[src/ubw_pkg.sv]
package ubw_pkg;

    // register byte offsets
    localparam logic [7:0] OFS_BUF_CTL = 8'h38;
    localparam logic [7:0] OFS_BUF_STAT = 8'h3C;
    localparam logic [7:0] OFS_WAKE_CTL = 8'h54;
    localparam logic [7:0] OFS_WAKE_STAT = 8'h58;
    localparam logic [7:0] OFS_IRQSTS = 8'h60;
    localparam logic [7:0] OFS_IRQMSK = 8'h64;

    // field positions
    localparam int BIT_RX_EMPTY = 0;
    localparam int BIT_RX_FULL = 1;
    localparam int BIT_RX_OVR = 3;
    localparam int BIT_TX_EMPTY = 8;
    localparam int BIT_TX_FULL = 9;
    localparam int BIT_OVR_IEN = 14;
    localparam int BIT_WK_EN = 0;
    localparam int BIT_PD_BLOCK = 2;
    localparam int BIT_WK_FLAG = 0;
    localparam int BIT_IRQ_OVR = 0;
    localparam int BIT_IRQ_WAKE = 1;

    // values after reset
    localparam logic [31:0] BUF_STAT_RST = 32'h0000_0101;
    localparam logic [31:0] WAKE_CTL_RST = 32'h0000_0000;

    // buffer depth in words
    localparam int BUF_DEPTH = 2;
    localparam int CNT_W = 2;

    // bus responses
    localparam logic [1:0] RESP_OKAY = 2'h0;
    localparam logic [1:0] RESP_SLVERR = 2'h2;

    typedef enum logic [1:0] {
        PWR_RUN = 2'b00,
        PWR_IDLE = 2'b01,
        PWR_DOWN = 2'b10
    } ubw_pwr_e;

endpackage

[src/ubw_buf_level.sv]
`timescale 1ns/1ps
module ubw_buf_level
    import ubw_pkg::*;
(
    input wire logic core_clk_i,
    input wire logic reset_i,
    input wire logic push_i,
    input wire logic pop_i,
    output logic empty_o,
    output logic full_o,
    output logic overrun_o
);

    logic [CNT_W-1:0] count_q;
    logic [CNT_W-1:0] count_d;
    logic empty_q;
    logic full_q;
    logic overrun_q;

    localparam logic [CNT_W-1:0] DEPTH_C = CNT_W'(BUF_DEPTH);
    localparam logic [CNT_W-1:0] ONE_C = CNT_W'(1);

    // a push into a full buffer is dropped; a pop in the same cycle frees room first
    wire push_ok = push_i && (!full_q || pop_i);
    wire pop_ok = pop_i && !empty_q;
    wire ovr_evt = push_i && full_q && !pop_i;

    always_comb begin
        count_d = count_q;
        if (push_ok && !pop_ok) begin
            count_d = count_q + ONE_C;
        end else if (pop_ok && !push_ok) begin
            count_d = count_q - ONE_C;
        end
    end

    always_ff @(posedge core_clk_i) begin
        if (reset_i) begin
            count_q <= '0;
            empty_q <= 1'b1;
            full_q <= 1'b0;
            overrun_q <= 1'b0;
        end else begin
            count_q <= count_d;
            empty_q <= (count_d == '0);
            full_q <= (count_d == DEPTH_C);
            overrun_q <= ovr_evt;
        end
    end

    assign empty_o = empty_q;
    assign full_o = full_q;
    assign overrun_o = overrun_q;

    a_ovr_keeps_count: assert property (@(posedge core_clk_i) disable iff (reset_i)
        ovr_evt |=> (count_q == $past(count_q)) && overrun_q)
        else $error("overrun changed buffer contents");

    a_full_level: assert property (@(posedge core_clk_i) disable iff (reset_i)
        full_q == (count_q == DEPTH_C))
        else $error("full flag disagrees with level");

    a_empty_level: assert property (@(posedge core_clk_i) disable iff (reset_i)
        empty_q == (count_q == '0))
        else $error("empty flag disagrees with level");

endmodule // ubw_buf_level

[src/ubw_status_wakeup.sv]
// The implementer's own choice: the AXI4-Lite slave port.
`timescale 1ns/1ps
// Operation
// - transmit full bit is high exactly while the transmit buffer has no room
// - transmit empty bit is high exactly while no transmit data is pending
// - status resets with both empty bits set, full bits and overrun clear
// - receive full bit is high exactly while no further received word fits
// - receive empty bit is high exactly while no unread received word remains
// - overrun flag sets on an overrun event and stays until software clears
// - interrupt asserted while overrun flag and its interrupt enable are both set
// - writing one clears the overrun flag; writing zero leaves it alone
// - blocking option clear: power-down during transfer aborts it, enters power-down
// - blocking option set: power-down during transfer keeps it running, enters idle
// - wake-up happens only while the wake-up enable bit is one
// - waking from power-down sets the wake-up flag; write one clears it
module ubw_status_wakeup
    import ubw_pkg::*;
(
    input wire logic core_clk_i,
    input wire logic reset_i,
    input wire logic s_axi_awvalid,
    output logic s_axi_awready,
    input wire logic [7:0] s_axi_awaddr,
    input wire logic s_axi_wvalid,
    output logic s_axi_wready,
    input wire logic [31:0] s_axi_wdata,
    input wire logic [3:0] s_axi_wstrb,
    output logic s_axi_bvalid,
    input wire logic s_axi_bready,
    output logic [1:0] s_axi_bresp,
    input wire logic s_axi_arvalid,
    output logic s_axi_arready,
    input wire logic [7:0] s_axi_araddr,
    output logic s_axi_rvalid,
    input wire logic s_axi_rready,
    output logic [31:0] s_axi_rdata,
    output logic [1:0] s_axi_rresp,
    input wire logic tx_push_i,
    input wire logic tx_pop_i,
    input wire logic rx_push_i,
    input wire logic rx_pop_i,
    input wire logic powerdown_req_i,
    input wire logic transfer_active_i,
    input wire logic wake_pin_i,
    output logic irq_o,
    output logic powerdown_o,
    output logic idle_o,
    output logic transfer_abort_o,
    output logic chip_wake_o
);

    ////////////////////////////////////////////////////////////////////////////
    // buffer levels

    logic tx_buf_drained;
    logic tx_buf_no_room;
    logic rx_buf_drained;
    logic rx_buf_no_room;
    logic rx_overrun_evt;

    ubw_buf_level u_tx_level (
        .core_clk_i(core_clk_i),
        .reset_i(reset_i),
        .push_i(tx_push_i),
        .pop_i(tx_pop_i),
        .empty_o(tx_buf_drained),
        .full_o(tx_buf_no_room),
        .overrun_o()
    );

    ubw_buf_level u_rx_level (
        .core_clk_i(core_clk_i),
        .reset_i(reset_i),
        .push_i(rx_push_i),
        .pop_i(rx_pop_i),
        .empty_o(rx_buf_drained),
        .full_o(rx_buf_no_room),
        .overrun_o(rx_overrun_evt)
    );

    ////////////////////////////////////////////////////////////////////////////
    // bus slave

    logic aw_held_q;
    logic w_held_q;
    logic [7:0] awaddr_q;
    logic [31:0] wdata_q;
    logic [3:0] wstrb_q;
    logic awready_q;
    logic wready_q;
    logic bvalid_q;
    logic [1:0] bresp_q;
    logic arready_q;
    logic rvalid_q;
    logic [31:0] rdata_q;
    logic [1:0] rresp_q;

    function automatic logic known_ofs(input logic [7:0] a);
        return (a == OFS_BUF_CTL) || (a == OFS_BUF_STAT) || (a == OFS_WAKE_CTL) ||
               (a == OFS_WAKE_STAT) || (a == OFS_IRQSTS) || (a == OFS_IRQMSK);
    endfunction

    wire aw_hs = s_axi_awvalid && awready_q;
    wire w_hs = s_axi_wvalid && wready_q;
    wire aw_have = aw_held_q || aw_hs;
    wire w_have = w_held_q || w_hs;
    wire b_issue = aw_have && w_have && !bvalid_q;
    wire aw_held_d = aw_have && !b_issue;
    wire w_held_d = w_have && !b_issue;
    wire bvalid_d = (bvalid_q && !s_axi_bready) || b_issue;
    wire [7:0] wr_addr = aw_held_q ? awaddr_q : s_axi_awaddr;
    wire [31:0] wr_data = w_held_q ? wdata_q : s_axi_wdata;
    wire [3:0] wr_strb = w_held_q ? wstrb_q : s_axi_wstrb;
    // bytes 0 and 1 hold every live field
    wire [31:0] wr_mask = {{8{wr_strb[3]}}, {8{wr_strb[2]}}, {8{wr_strb[1]}}, {8{wr_strb[0]}}};
    wire [31:0] wr_bits = wr_data & wr_mask;
    wire wr_buf_ctl = b_issue && (wr_addr == OFS_BUF_CTL);
    wire wr_buf_stat = b_issue && (wr_addr == OFS_BUF_STAT);
    wire wr_wake_ctl = b_issue && (wr_addr == OFS_WAKE_CTL);
    wire wr_wake_stat = b_issue && (wr_addr == OFS_WAKE_STAT);
    wire wr_irqsts = b_issue && (wr_addr == OFS_IRQSTS);
    wire wr_irqmsk = b_issue && (wr_addr == OFS_IRQMSK);

    wire ar_hs = s_axi_arvalid && arready_q;
    wire rvalid_d = (rvalid_q && !s_axi_rready) || ar_hs;

    always_ff @(posedge core_clk_i) begin
        if (reset_i) begin
            aw_held_q <= 1'b0;
            w_held_q <= 1'b0;
            awaddr_q <= 8'h00;
            wdata_q <= 32'h0000_0000;
            wstrb_q <= 4'h0;
            awready_q <= 1'b0;
            wready_q <= 1'b0;
            bvalid_q <= 1'b0;
            bresp_q <= RESP_OKAY;
        end else begin
            aw_held_q <= aw_held_d;
            w_held_q <= w_held_d;
            if (aw_hs) begin
                awaddr_q <= s_axi_awaddr;
            end
            if (w_hs) begin
                wdata_q <= s_axi_wdata;
                wstrb_q <= s_axi_wstrb;
            end
            awready_q <= !aw_held_d && !bvalid_d;
            wready_q <= !w_held_d && !bvalid_d;
            bvalid_q <= bvalid_d;
            if (b_issue) begin
                bresp_q <= known_ofs(wr_addr) ? RESP_OKAY : RESP_SLVERR;
            end
        end
    end

    ////////////////////////////////////////////////////////////////////////////
    // control and status flags

    logic rx_overrun_flag_q;
    logic rx_overrun_irq_enable_q;
    logic wakeup_enable_q;
    logic powerdown_block_option_q;
    logic wakeup_flag_q;
    logic wake_irq_enable_q;

    wire ovr_clr = (wr_buf_stat && wr_bits[BIT_RX_OVR]) ||
                   (wr_irqsts && wr_bits[BIT_IRQ_OVR]);
    wire wake_flag_clr = (wr_wake_stat && wr_bits[BIT_WK_FLAG]) ||
                         (wr_irqsts && wr_bits[BIT_IRQ_WAKE]);
    // set wins over a clear landing in the same cycle
    wire ovr_d = rx_overrun_evt || (rx_overrun_flag_q && !ovr_clr);
    wire ovien_d = wr_buf_ctl && wr_strb[1] ? wr_data[BIT_OVR_IEN] :
                   wr_irqmsk && wr_strb[0] ? wr_data[BIT_IRQ_OVR] : rx_overrun_irq_enable_q;

    ////////////////////////////////////////////////////////////////////////////
    // power sequencing

    logic wake_meta_q;
    logic wake_sync_q;
    ubw_pwr_e pwr_q;
    ubw_pwr_e pwr_d;

    wire wake_hit = (pwr_q == PWR_DOWN) && wake_sync_q && wakeup_enable_q;
    wire wake_flag_d = wake_hit || (wakeup_flag_q && !wake_flag_clr);
    wire abort_d = (pwr_q == PWR_RUN) && powerdown_req_i && transfer_active_i &&
                   !powerdown_block_option_q;

    always_comb begin
        pwr_d = pwr_q;
        case (pwr_q)
            PWR_RUN: begin
                if (powerdown_req_i) begin
                    // blocking only matters when a transfer is in flight
                    pwr_d = (transfer_active_i && powerdown_block_option_q) ?
                            PWR_IDLE : PWR_DOWN;
                end
            end
            PWR_IDLE: begin
                if (!transfer_active_i) begin
                    pwr_d = PWR_RUN;
                end
            end
            PWR_DOWN: begin
                if (wake_hit) begin
                    pwr_d = PWR_RUN;
                end
            end
            default: begin
                pwr_d = PWR_RUN;
            end
        endcase
    end

    wire [31:0] buf_stat_word = {22'h0, tx_buf_no_room, tx_buf_drained, 4'h0,
                               rx_overrun_flag_q, 1'b0, rx_buf_no_room, rx_buf_drained};
    wire [31:0] irqsts_word = {30'h0, wakeup_flag_q, rx_overrun_flag_q};
    wire [31:0] irqmsk_word = {30'h0, wake_irq_enable_q, rx_overrun_irq_enable_q};
    wire irq_d = |(irqsts_word & irqmsk_word);

    always_ff @(posedge core_clk_i) begin
        if (reset_i) begin
            rx_overrun_flag_q <= 1'b0;
            rx_overrun_irq_enable_q <= 1'b0;
            wakeup_enable_q <= WAKE_CTL_RST[BIT_WK_EN];
            powerdown_block_option_q <= WAKE_CTL_RST[BIT_PD_BLOCK];
            wakeup_flag_q <= 1'b0;
            wake_irq_enable_q <= 1'b0;
            wake_meta_q <= 1'b0;
            wake_sync_q <= 1'b0;
            pwr_q <= PWR_RUN;
            irq_o <= 1'b0;
            powerdown_o <= 1'b0;
            idle_o <= 1'b0;
            transfer_abort_o <= 1'b0;
            chip_wake_o <= 1'b0;
        end else begin
            rx_overrun_flag_q <= ovr_d;
            rx_overrun_irq_enable_q <= ovien_d;
            if (wr_wake_ctl && wr_strb[0]) begin
                wakeup_enable_q <= wr_data[BIT_WK_EN];
                powerdown_block_option_q <= wr_data[BIT_PD_BLOCK];
            end
            wakeup_flag_q <= wake_flag_d;
            if (wr_irqmsk && wr_strb[0]) begin
                wake_irq_enable_q <= wr_data[BIT_IRQ_WAKE];
            end
            wake_meta_q <= wake_pin_i;
            wake_sync_q <= wake_meta_q;
            pwr_q <= pwr_d;
            irq_o <= irq_d;
            powerdown_o <= (pwr_d == PWR_DOWN);
            idle_o <= (pwr_d == PWR_IDLE);
            transfer_abort_o <= abort_d;
            chip_wake_o <= wake_hit;
        end
    end

    ////////////////////////////////////////////////////////////////////////////
    // read path

    wire [31:0] rd_word = (s_axi_araddr == OFS_BUF_CTL) ?
                              {17'h0, rx_overrun_irq_enable_q, 14'h0} :
                          (s_axi_araddr == OFS_BUF_STAT) ? buf_stat_word :
                          (s_axi_araddr == OFS_WAKE_CTL) ?
                              {29'h0, powerdown_block_option_q, 1'b0, wakeup_enable_q} :
                          (s_axi_araddr == OFS_WAKE_STAT) ? {31'h0, wakeup_flag_q} :
                          (s_axi_araddr == OFS_IRQSTS) ? irqsts_word :
                          (s_axi_araddr == OFS_IRQMSK) ? irqmsk_word : 32'h0000_0000;

    always_ff @(posedge core_clk_i) begin
        if (reset_i) begin
            arready_q <= 1'b0;
            rvalid_q <= 1'b0;
            rdata_q <= 32'h0000_0000;
            rresp_q <= RESP_OKAY;
        end else begin
            arready_q <= !rvalid_d;
            rvalid_q <= rvalid_d;
            if (ar_hs) begin
                rdata_q <= rd_word;
                rresp_q <= known_ofs(s_axi_araddr) ? RESP_OKAY : RESP_SLVERR;
            end
        end
    end

    assign s_axi_awready = awready_q;
    assign s_axi_wready = wready_q;
    assign s_axi_bvalid = bvalid_q;
    assign s_axi_bresp = bresp_q;
    assign s_axi_arready = arready_q;
    assign s_axi_rvalid = rvalid_q;
    assign s_axi_rdata = rdata_q;
    assign s_axi_rresp = rresp_q;

    ////////////////////////////////////////////////////////////////////////////
    // checks

    a_reset_status: assert property (@(posedge core_clk_i)
        reset_i |=> buf_stat_word == BUF_STAT_RST)
        else $error("status word wrong after reset");

    a_ovr_sticky: assert property (@(posedge core_clk_i) disable iff (reset_i)
        rx_overrun_flag_q && !ovr_clr |=> rx_overrun_flag_q)
        else $error("overrun flag dropped without a clear");

    a_ovr_w1c: assert property (@(posedge core_clk_i) disable iff (reset_i)
        wr_buf_stat && !wr_bits[BIT_RX_OVR] && !wr_irqsts && rx_overrun_flag_q
        |=> rx_overrun_flag_q)
        else $error("writing zero cleared the overrun flag");

    a_ovr_irq: assert property (@(posedge core_clk_i) disable iff (reset_i)
        rx_overrun_flag_q && rx_overrun_irq_enable_q |=> irq_o)
        else $error("overrun interrupt missing");

    a_pd_abort: assert property (@(posedge core_clk_i) disable iff (reset_i)
        pwr_q == PWR_RUN && powerdown_req_i && transfer_active_i && !powerdown_block_option_q
        |=> powerdown_o && transfer_abort_o && !idle_o)
        else $error("power-down did not abort the transfer");

    a_pd_block_idle: assert property (@(posedge core_clk_i) disable iff (reset_i)
        pwr_q == PWR_RUN && powerdown_req_i && transfer_active_i && powerdown_block_option_q
        |=> idle_o && !powerdown_o && !transfer_abort_o)
        else $error("blocked power-down did not go idle");

    a_wake_gated: assert property (@(posedge core_clk_i) disable iff (reset_i)
        pwr_q == PWR_DOWN && !wakeup_enable_q |=> pwr_q == PWR_DOWN && !chip_wake_o)
        else $error("woke with wake-up disabled");

    a_wake_flag: assert property (@(posedge core_clk_i) disable iff (reset_i)
        wake_hit |=> wakeup_flag_q && chip_wake_o && !powerdown_o)
        else $error("wake-up flag not set on wake");

    a_write_answer: assert property (@(posedge core_clk_i) disable iff (reset_i)
        b_issue |=> s_axi_bvalid)
        else $error("write response late");

endmodule // ubw_status_wakeup

[config.mk]
export PLATFORM = sky130hd
export DESIGN_NAME = ubw_status_wakeup
export DESIGN_NICKNAME = d
export VERILOG_FILES = /design/src/ubw_pkg.sv /design/src/ubw_buf_level.sv /design/src/ubw_status_wakeup.sv
export SDC_FILE = /design/constraint.sdc
export NUM_CORES = 1
export LEC_CHECK = 0
export ABC_AREA = 1
export BUFFER_PORTS_ARGS = -buffer_cell sky130_fd_sc_hd__buf_4
export CAP_MARGIN = 20
export CORE_UTILIZATION = 44
export DETAILED_ROUTE_END_ITERATION = 10
export GPL_TIMING_DRIVEN = 0
export PLACE_DENSITY_LB_ADDON = 0.2
export SLEW_MARGIN = 20
export SYNTH_ARGS = -nofsm -noshare
export SYNTH_HDL_FRONTEND = slang
export SYNTH_SLANG_ARGS = --single-unit
[constraint.sdc]
create_clock -name core_clk_i -period 1.2 [get_ports core_clk_i]
set_input_delay 0.06 -clock core_clk_i [delete_from_list [all_inputs] [get_ports core_clk_i]]
set_output_delay 0.06 -clock core_clk_i [all_outputs]
set_load 0.02 [all_outputs]
Word-level counts from Yosys, hierarchy flattened --
Cells that the tools add are included. W data, S select, Z words.
Word-level totals: bits in registers 92, input bits 66, output and inout port bits 46, word-level logic and storage cells 167
Operators by class: add/subtract/negate cells 4, equal/unequal tests 18, mux-type cells 22, bitwise operators 2, reduce and logical (&&, ||, !) cells 87
Operator list (count):
- $eq A8 B7 Y1 const B | 8
- $logic_and A1 B1 Y1 | 42
- $eq A8 B6 Y1 const B | 4
- $reduce_or A32 Y1 | 1
- $mux W15 | 2
- $mux W2 | 14
- $logic_not A1 Y1 | 20
- $logic_or A1 B1 Y1 | 20
- $mux W10 | 1
- $eq A2 B2 Y1 const B | 4
- $mux W8 | 1
- $logic_not A2 Y1 | 3
- $pmux W2 S3 | 1
- $add A2 B1 Y2 const B | 2
- $and A4 B4 Y4 | 1
- $eq A2 B1 Y1 const B | 2
- $sub A2 B1 Y2 const B | 2
- $mux W3 | 1
- $and A2 B2 Y2 | 1
- $mux W1 | 2
- $reduce_bool A2 Y1 | 1

Logic depth before layout (Yosys ltp) --
Gate-level depths: netlist of the first run.
word-level depth 10, depth in mapped cells 12

Modules after synthesis --
Synthesis of the first run repeated with hierarchy kept, for this count alone.
Unflattened totals: cells, all modules 458, area, all modules 3098.0 um^2
Modules (own cells, without submodules):
- ubw_status_wakeup | times used 1, cells an instance 364, area an instance 2497.4 um^2, sequential area each 920.9 um^2
- ubw_buf_level | times used 2, cells an instance 47, area an instance 300.3 um^2, sequential area each 100.1 um^2

Least setup slack after synthesis of the first run --
OpenSTA, ideal clock, no wires.
path kind register to register, start reg awready_q, in the netlist s_axi_awready, end reg rx_overrun_irq_enable_q, setup time 0.109 ns, arrival time 1.302 ns, required time 1.091 ns, slack -0.210 ns, stages on the path, launching flop included 10, buffers on the path 0, cell sequence dfxtp_1 > nand2_1 > nand2_1 > nand3_4 > nor2_2 > nand3_1 > nand2_1 > nand3_1 > nand2_1 > inv_1
Between the ends: cells in the longest elaborated chain, start to end 7, elaborated cells between the ends (all ways) 10, those cells by class 1 x mux; 9 x reduce/logical
Ends and longest elaborated chain:
- from (decl) | line ubw_status_wakeup.sv:89 | logic awready_q;
- from (signal assigned) | line ubw_status_wakeup.sv:148 | awready_q <= !aw_held_d && !bvalid_d;
- $logic_and A1 B1 Y1 * | line ubw_status_wakeup.sv:103 | wire aw_hs = s_axi_awvalid && awready_q;
- $logic_or A1 B1 Y1 * | line ubw_status_wakeup.sv:105 | wire aw_have = aw_held_q || aw_hs;
- $logic_and A1 B1 Y1 * (2 in series) | line ubw_status_wakeup.sv:107 | wire b_issue = aw_have && w_have && !bvalid_q;
- $logic_and A1 B1 Y1 (on tied branches) | line ubw_status_wakeup.sv:117, ubw_status_wakeup.sv:122
- $logic_and A1 B1 Y1 (on tied branches) | line ubw_status_wakeup.sv:173, ubw_status_wakeup.sv:174
- $mux W1 / $reduce_bool A2 Y1 (equally long branches)
- to (signal assigned) | line ubw_status_wakeup.sv:239 | rx_overrun_irq_enable_q <= ovien_d;
- to (decl) | line ubw_status_wakeup.sv:161 | logic rx_overrun_irq_enable_q;
Mark *: on every way between the ends. The rest lies on a longest branch, timed or not. A chain may end at the register's enable or synchronous reset.

Worst setup path in the final report of the first run --
start reg aw_held_q, end reg bresp_q[1], in the netlist s_axi_bresp[1]
Between the ends: cells in the longest elaborated chain, start to end 8, elaborated cells between the ends (all ways) 16, those cells by class 6 x eq/ne; 2 x mux; 8 x reduce/logical
Ends and longest elaborated chain:
- from (decl) | line ubw_status_wakeup.sv:84 | logic aw_held_q;
- from (signal assigned) | line ubw_status_wakeup.sv:139 | aw_held_q <= aw_held_d;
- $mux W8 | line ubw_status_wakeup.sv:111 | wire [7:0] wr_addr = aw_held_q ? awaddr_q : s_axi_awaddr;
- $eq A8 B6 Y1 | line ubw_status_wakeup.sv:99 | return (a == OFS_BUF_CTL) || (a == OFS_BUF_STAT) || (a == OFS_WAKE_CTL) ||
- $logic_or A1 B1 Y1 (3 in series) | line ubw_status_wakeup.sv:99
- $logic_or A1 B1 Y1 (2 in series) | line ubw_status_wakeup.sv:100 | (a == OFS_WAKE_STAT) || (a == OFS_IRQSTS) || (a == OFS_IRQMSK);
- $mux W2 | line ubw_status_wakeup.sv:152 | bresp_q <= known_ofs(wr_addr) ? RESP_OKAY : RESP_SLVERR;
- to (signal assigned) | line ubw_status_wakeup.sv:152
- to (decl) | line ubw_status_wakeup.sv:92 | logic [1:0] bresp_q;
Parallel ways exist; a longest one is shown, timed or not.

==> results.ini, run 1 <==
[cells_and_area]
drive_gt1_frac=0.3189
fin_nets=595
design_area_um2=3870
fin_cells=605
layout-area-overhead-vs-synth_pct=36.08
final_util=0.6385
antennaDiodeCount=0
fill_cells=557

[grt]
grtUsageMet1=0.2353
use_met3=0.04286
grt_pass1_vias=2415
grt.overflow.total=0
grt_pass1_wl_mm=10.09
grt_use_total=0.1933
use_met2=0.3372
grt-busiest-layer=met2
antenna_found_initial=0
grt_max_degree=21

[synth]
netlist_area_um2=2844
yosys_warnings=0
syn_avg_cell_area_um2=6.629
synth_flop_cell=dfxtp_1
synth_edf_count=0
async_flop_share=0
synth_cells=429
ys_ff_latch=55
yosysSeqAreaShare=0.3872
synth_cell_types=31

[sta]
slew_violations=0
rsz0062_at_grt=true
finalSetupViolations=9
relSlewSlack=0.6179
whs_ns=0.0007452
worstMarginPinSlew_ns=0.5679
fin_crit_sh=1.189
hold_viol=0
fin_ws_ns=-0.2263
fin_tns_setup_ns=-1.251
fmax_mhz=701.1
finalClockSkew_ns=0.01110
period_needed_ns=1.426

[power]
power_frac_seq=0.478
clkPwrFrac=0.263
p_leak_nw=1.851
ir_drop_uv=737.7
combPwrFrac=0.260
p_int_mw=2.890
p_switching_mw=1.435
switching_share=0.3318
pwr_density_cell_nw_per_um2=1117
total_power_mw=4.324

[outcome]
violations=setup timing
status=finished, violations left

[drt]
avgViaCountPerCell=4.674
drt_iter0_markers=130
drc=0
first_pass_iters=4
routed_wl_mm=6.519
drtAntennaViolNets=0
num_vias=2828
wl_per_cell_um=10.78

[placed_design]
place_inst=584
port_buffers=54
post_dp_cell_area_um2=3483
hpwl_mm=4.925
gp_congestion=0.8128
post-place-ws_ns=-0.2011

[die]
dieArea_um2=6789
fp-row-count=28
start_util=0.4692
fp.dieH_um=82.40
pin_count=112
core_um2=6061
die_w_um=82.40

[critical_path]
critPathLaunchType=flip-flop
cp.arrival_ns=1.65
cpMostUsedCell=nand2_1
path_delay_family=simple AND/OR/NAND/NOR gates
worst-path-stages=12
end_kind=flip-flop
worstSetupPathType=reg -> reg
required_ns=1.43
critPathBufInv=4
max_stage_delay_ns=0.35
crit_path_cell_trace=inv_2, buf_6, nand2_2, nand2_2, inv_2, nor2_1, nand2_1, nor2_2, buf_4, nor3_2, nand2_1, nand2_1
crit_fanout=5
worstRegToRegCells=12
slowest_stage=dfxtp_2

[clock_network]
htree_levels=2
clkTransAtPathRegs_ns=0.11
cts_buffers=5
cts_tree=yes
clk_path_buf_depth=2
cts.sinks=55
cts-root-buf=clkbuf_8
worstSkewPairLatency_ns=0.32

[flow_run]
maxCapViolCount=0

[min_path]
hold_depth=3
hp-class=in -> reg

==> worst reg2reg max path, delay by kind of cell, from the launching register on <==
kind / cells / cell delay, ns
buffers and inverters: 4 / 0.40
and+or+nand+nor: 8 / 0.59
DFF: 1 / 0.35
==> Yosys cell counts, types with 2 or more instances <==
cell type    n  area, um2
inv_1       45      168.9
nor3_1       7      35.03
nor4_1       3      18.77
nand3_1     23      115.1
nor2_4       2      22.52
o21ai_0     27      135.1
inv_2        3      11.26
nand3_2      2      20.02
nor2_1      66      247.7
buf_4       29      217.7
dfxtp_1     55       1101
and2_1       3      18.77
nand4_1      3      18.77
a21oi_1     24      120.1
nand2_2      7      43.79
nand2_1    109      409.1
xor2_1       3      26.28
clkbuf_1     4      15.01
buf_1        2      7.510
==> sequential cells by signal, summed over array words and instances (netlist names), 2 cells and up <==
name                count
u_rx_level.count_q      2
s_axi_rdata             7
wstrb_q                 2
awaddr_q                8
u_tx_level.count_q      2
wdata_q                 5
pwr_q                   2
==> cells by family (layout without fill, tap and decap cells) <==
family	after synthesis	count (layout)	synth area share
AO/OA/AOI/OAI	55	55	0.1003
buffers and inverters	86	161	0.1549
flip-flops	55	55	0.3872
AND/OR/NAND/NOR	229	229	0.3471
other	1	27	0.001319
XOR/XNOR	3	3	0.009241
==> cell type report <==
| cell class | count | area, um2 | share of cell area |
|---|---|---|---|
| plain buffers | 37 | 266.5 | 0.06887 |
| clock inverters | 3 | 33.78 | 0.008729 |
| clock buffers | 5 | 68.82 | 0.01778 |
| multi-input cells | 314 | 1575 | 0.4070 |
| well taps | 75 | 93.84 | 0.02425 |
| inverters | 49 | 188.9 | 0.04882 |
| flip-flops and latches | 55 | 1115 | 0.2881 |
| repair buffers | 67 | 528.0 | 0.1364 |
==> power by group through the flow <==
stage                     Sequential (mW)  Clock [mW]  Combinational [mW]
final                                2.07        1.14                1.12
after global routing                 2.08        1.21                1.25
after CTS                            2.05        1.16               0.986
after detailed placement             2.10           0               0.940
after global placement               2.09           0               0.919
after floorplan                      2.10           0               0.660
==> what timing repair did <==
item	in CTS	in global routing
buffers inserted	2	6
pin swaps	2	22
gates cloned	0	1
endpoints found under the setup margin	19	19
hold buffers	4	0
gates resized for setup	18	46
hold endpoints to repair	4	0
==> metal layers <==
metal | share of wire | wire length [um]
met1 | 0.45 | 2935
met2 | 0.48 | 3106
met3 | 0.062 | 406
met4 | 0.011 | 70
met5 | 0 | 0
==> placed cells by master (no fill, tap or decap), drive strengths merged, types with 7 or more instances in the layout <==
| cell type | count |
|---|---|
| a21oi | 24 |
| buf | 96 |
| clkbuf | 9 |
| conb | 27 |
| dfxtp | 55 |
| inv | 51 |
| nand2 | 116 |
| nand3 | 26 |
| nor2 | 69 |
| nor3 | 7 |
| o21ai | 28 |
==> final timing paths <==
check | startpoint | to | slack [ns]
max reg2reg | aw_held_q | s_axi_bresp[1] | -0.23
min reg2reg | wake_meta_q | wake_sync_q | 0.42
max | aw_held_q | s_axi_bresp[1] | -0.23
min | powerdown_req_i | transfer_abort_o | 0.0007
No activity file was read; power rests on OpenSTA's default activity.
==> run 2: changes to the inputs <==
--- a/config.mk
+++ b/config.mk
@@ -12,6 +12,7 @@
 export DETAILED_ROUTE_END_ITERATION = 10
 export GPL_TIMING_DRIVEN = 0
 export PLACE_DENSITY_LB_ADDON = 0.2
+export RECOVER_POWER = 100
 export SLEW_MARGIN = 20
 export SYNTH_ARGS = -nofsm -noshare
 export SYNTH_HDL_FRONTEND = slang
==> results.ini, run 2 (same netlist as run 1, synthesis figures left out) <==
[cells_and_area]
drive_gt1_frac=0.2962
final_util=0.6311
fin_cells=605
antennaDiodeCount=0
multi_input_area_um2=1575
fill_cells=563
layout_common_cells=nand2_1 (93), buf_4 (74), nor2_1 (53)
design_area_um2=3825
largest_reg_flops=8
regArea_um2=1115
mostFrequentLayoutCell=nand2_1
layout-area-overhead-vs-synth_pct=34.49
regMostFlops=awaddr_q
fin_nets=595

[clock_network]
cts-root-buf=clkbuf_8
cts.sinks=55
cts_tree=yes
clk_path_buf_depth=2
clkTransAtPathRegs_ns=0.11
cts_buffers=5
worstSkewPairLatency_ns=0.32
htree_levels=2

[placed_design]
post_dp_cell_area_um2=3483
gp_congestion=0.8128
place_inst=584
hpwl_mm=4.925
port_buffers=54

[critical_path]
required_ns=1.43
r2r-end=s_axi_bresp[1]
r2r_setup_slack_ns=-0.23
worstRegToRegCells=12
worstSetupPathType=reg -> reg
crit_path_end=s_axi_bresp[1]
crit_fanout=5
cp.arrival_ns=1.65
crit_path_cell_trace=inv_2, buf_6, nand2_2, nand2_2, inv_2, nor2_1, nand2_1, nor2_2, buf_4, nor3_2, nand2_1, nand2_1
critPathLaunchType=flip-flop
setup.worst_path.start=aw_held_q
cpMostUsedCell=nand2_1
slowest_stage=dfxtp_2
end_kind=flip-flop
worstReg2RegStart=aw_held_q
max_stage_delay_ns=0.35

[sta]
fmax_mhz=701.2
finalClockSkew_ns=0.01178
finalSetupViolations=9
slew_violations=0
hold_viol=0
relSlewSlack=0.6060
worstMarginPinSlew_ns=0.5856
fin_crit_sh=1.188
period_needed_ns=1.426
fin_ws_ns=-0.2261
rsz0062_at_grt=true

[grt]
grt_pass1_wl_mm=10.09
grt.overflow.total=0
grt_pass1_vias=2415
grt_max_degree=21
antenna_found_initial=0
grt_use_total=0.1933

[die]
fp-row-count=28
pin_count=112
fp.dieH_um=82.40
start_util=0.4692
die_w_um=82.40
dieArea_um2=6789
core_um2=6061

[outcome]
violations=setup timing
status=finished, violations left

[drt]
num_vias=2847
drc=0
avgViaCountPerCell=4.706
routed_wl_mm=6.531
drtAntennaViolNets=0
drt_iter0_markers=126
first_pass_iters=4
wl_per_cell_um=10.80

[power]
p_leak_nw=1.801
pwr_density_cell_nw_per_um2=1128
ir_drop_uv=736.7

[min_path]
hp-class=in -> reg

[flow_run]
maxCapViolCount=0

-- run 2: per-layer routing --
layer / global-route usage / vias up / wire length, um
li1: - / 1490 / -
met1: 0.2353 / 1260 / 2942
met2: 0.3372 / 91 / 3111
met3: 0.04286 / 6 / 407
met4: 0.05965 / 0 / 70
met5: 0 / - / 0
-- run 2: power by group --
group | switching [mW] | internal [mW]
logic | 0.652 | 0.462
clock network | 0.689 | 0.445
registers | 0.0912 | 1.97
-- run 2: worst min path at each step --
stage                         start                to  slack, ns  depth (start not counted)
floorplan                wake_pin_i       wake_meta_q       0.17                          2
global placement         wake_pin_i       wake_meta_q       0.28                          3
detailed placement       wake_pin_i       wake_meta_q       0.28                          3
CTS                 powerdown_req_i  transfer_abort_o     0.0007                          3
global route           s_axi_bready      s_axi_bvalid      0.008                          3
finish               s_axi_wdata[1]        wdata_q[1]      0.002                          3
-- run 2: through the flow --
| stage | power, mW | TNS (ns) | hold slack (ns) | setup slack (ns) |
|---|---|---|---|---|
| after global placement | 3.009 | -3.064 | 0.2777 | -0.1696 |
| after detailed placement | 3.035 | -3.256 | 0.2772 | -0.2011 |
| after global routing | 4.535 | -2.112 | 0.008372 | -0.3215 |
| after CTS | 4.196 | -0.9819 | 0.0006869 | -0.1650 |
| after floorplan | 2.762 | -0.08840 | 0.1670 | -0.02292 |
| final | 4.313 | -1.251 | 0.001944 | -0.2261 |
-- run 2: worst max-delay path: cells and delay by family (launching register included) --
family	cells	cell delay, ns
buffers and inverters	4	0.40
flip-flops	1	0.35
AND/OR/NAND/NOR	8	0.59
-- run 2: area by class of cell --
type                            instances  share of cell area
Buffer                                 37             0.06968
Tap cell                               75             0.02453
Timing Repair Buffer                   67              0.1263
Clock inverter                          3            0.008832
Multi-Input combinational cell        314              0.4118
Inverter                               49             0.04939
Clock buffer                            5             0.01799
Sequential cell                        55              0.2915
-- run 2: repair_timing --
action,CTS,global route
buffers inserted,2,6
pin swaps,2,22
endpoints found under the setup margin,19,19
cloned,0,1
resized for setup,18,46
hold buffers,4,0
endpoints found under the hold margin,4,0
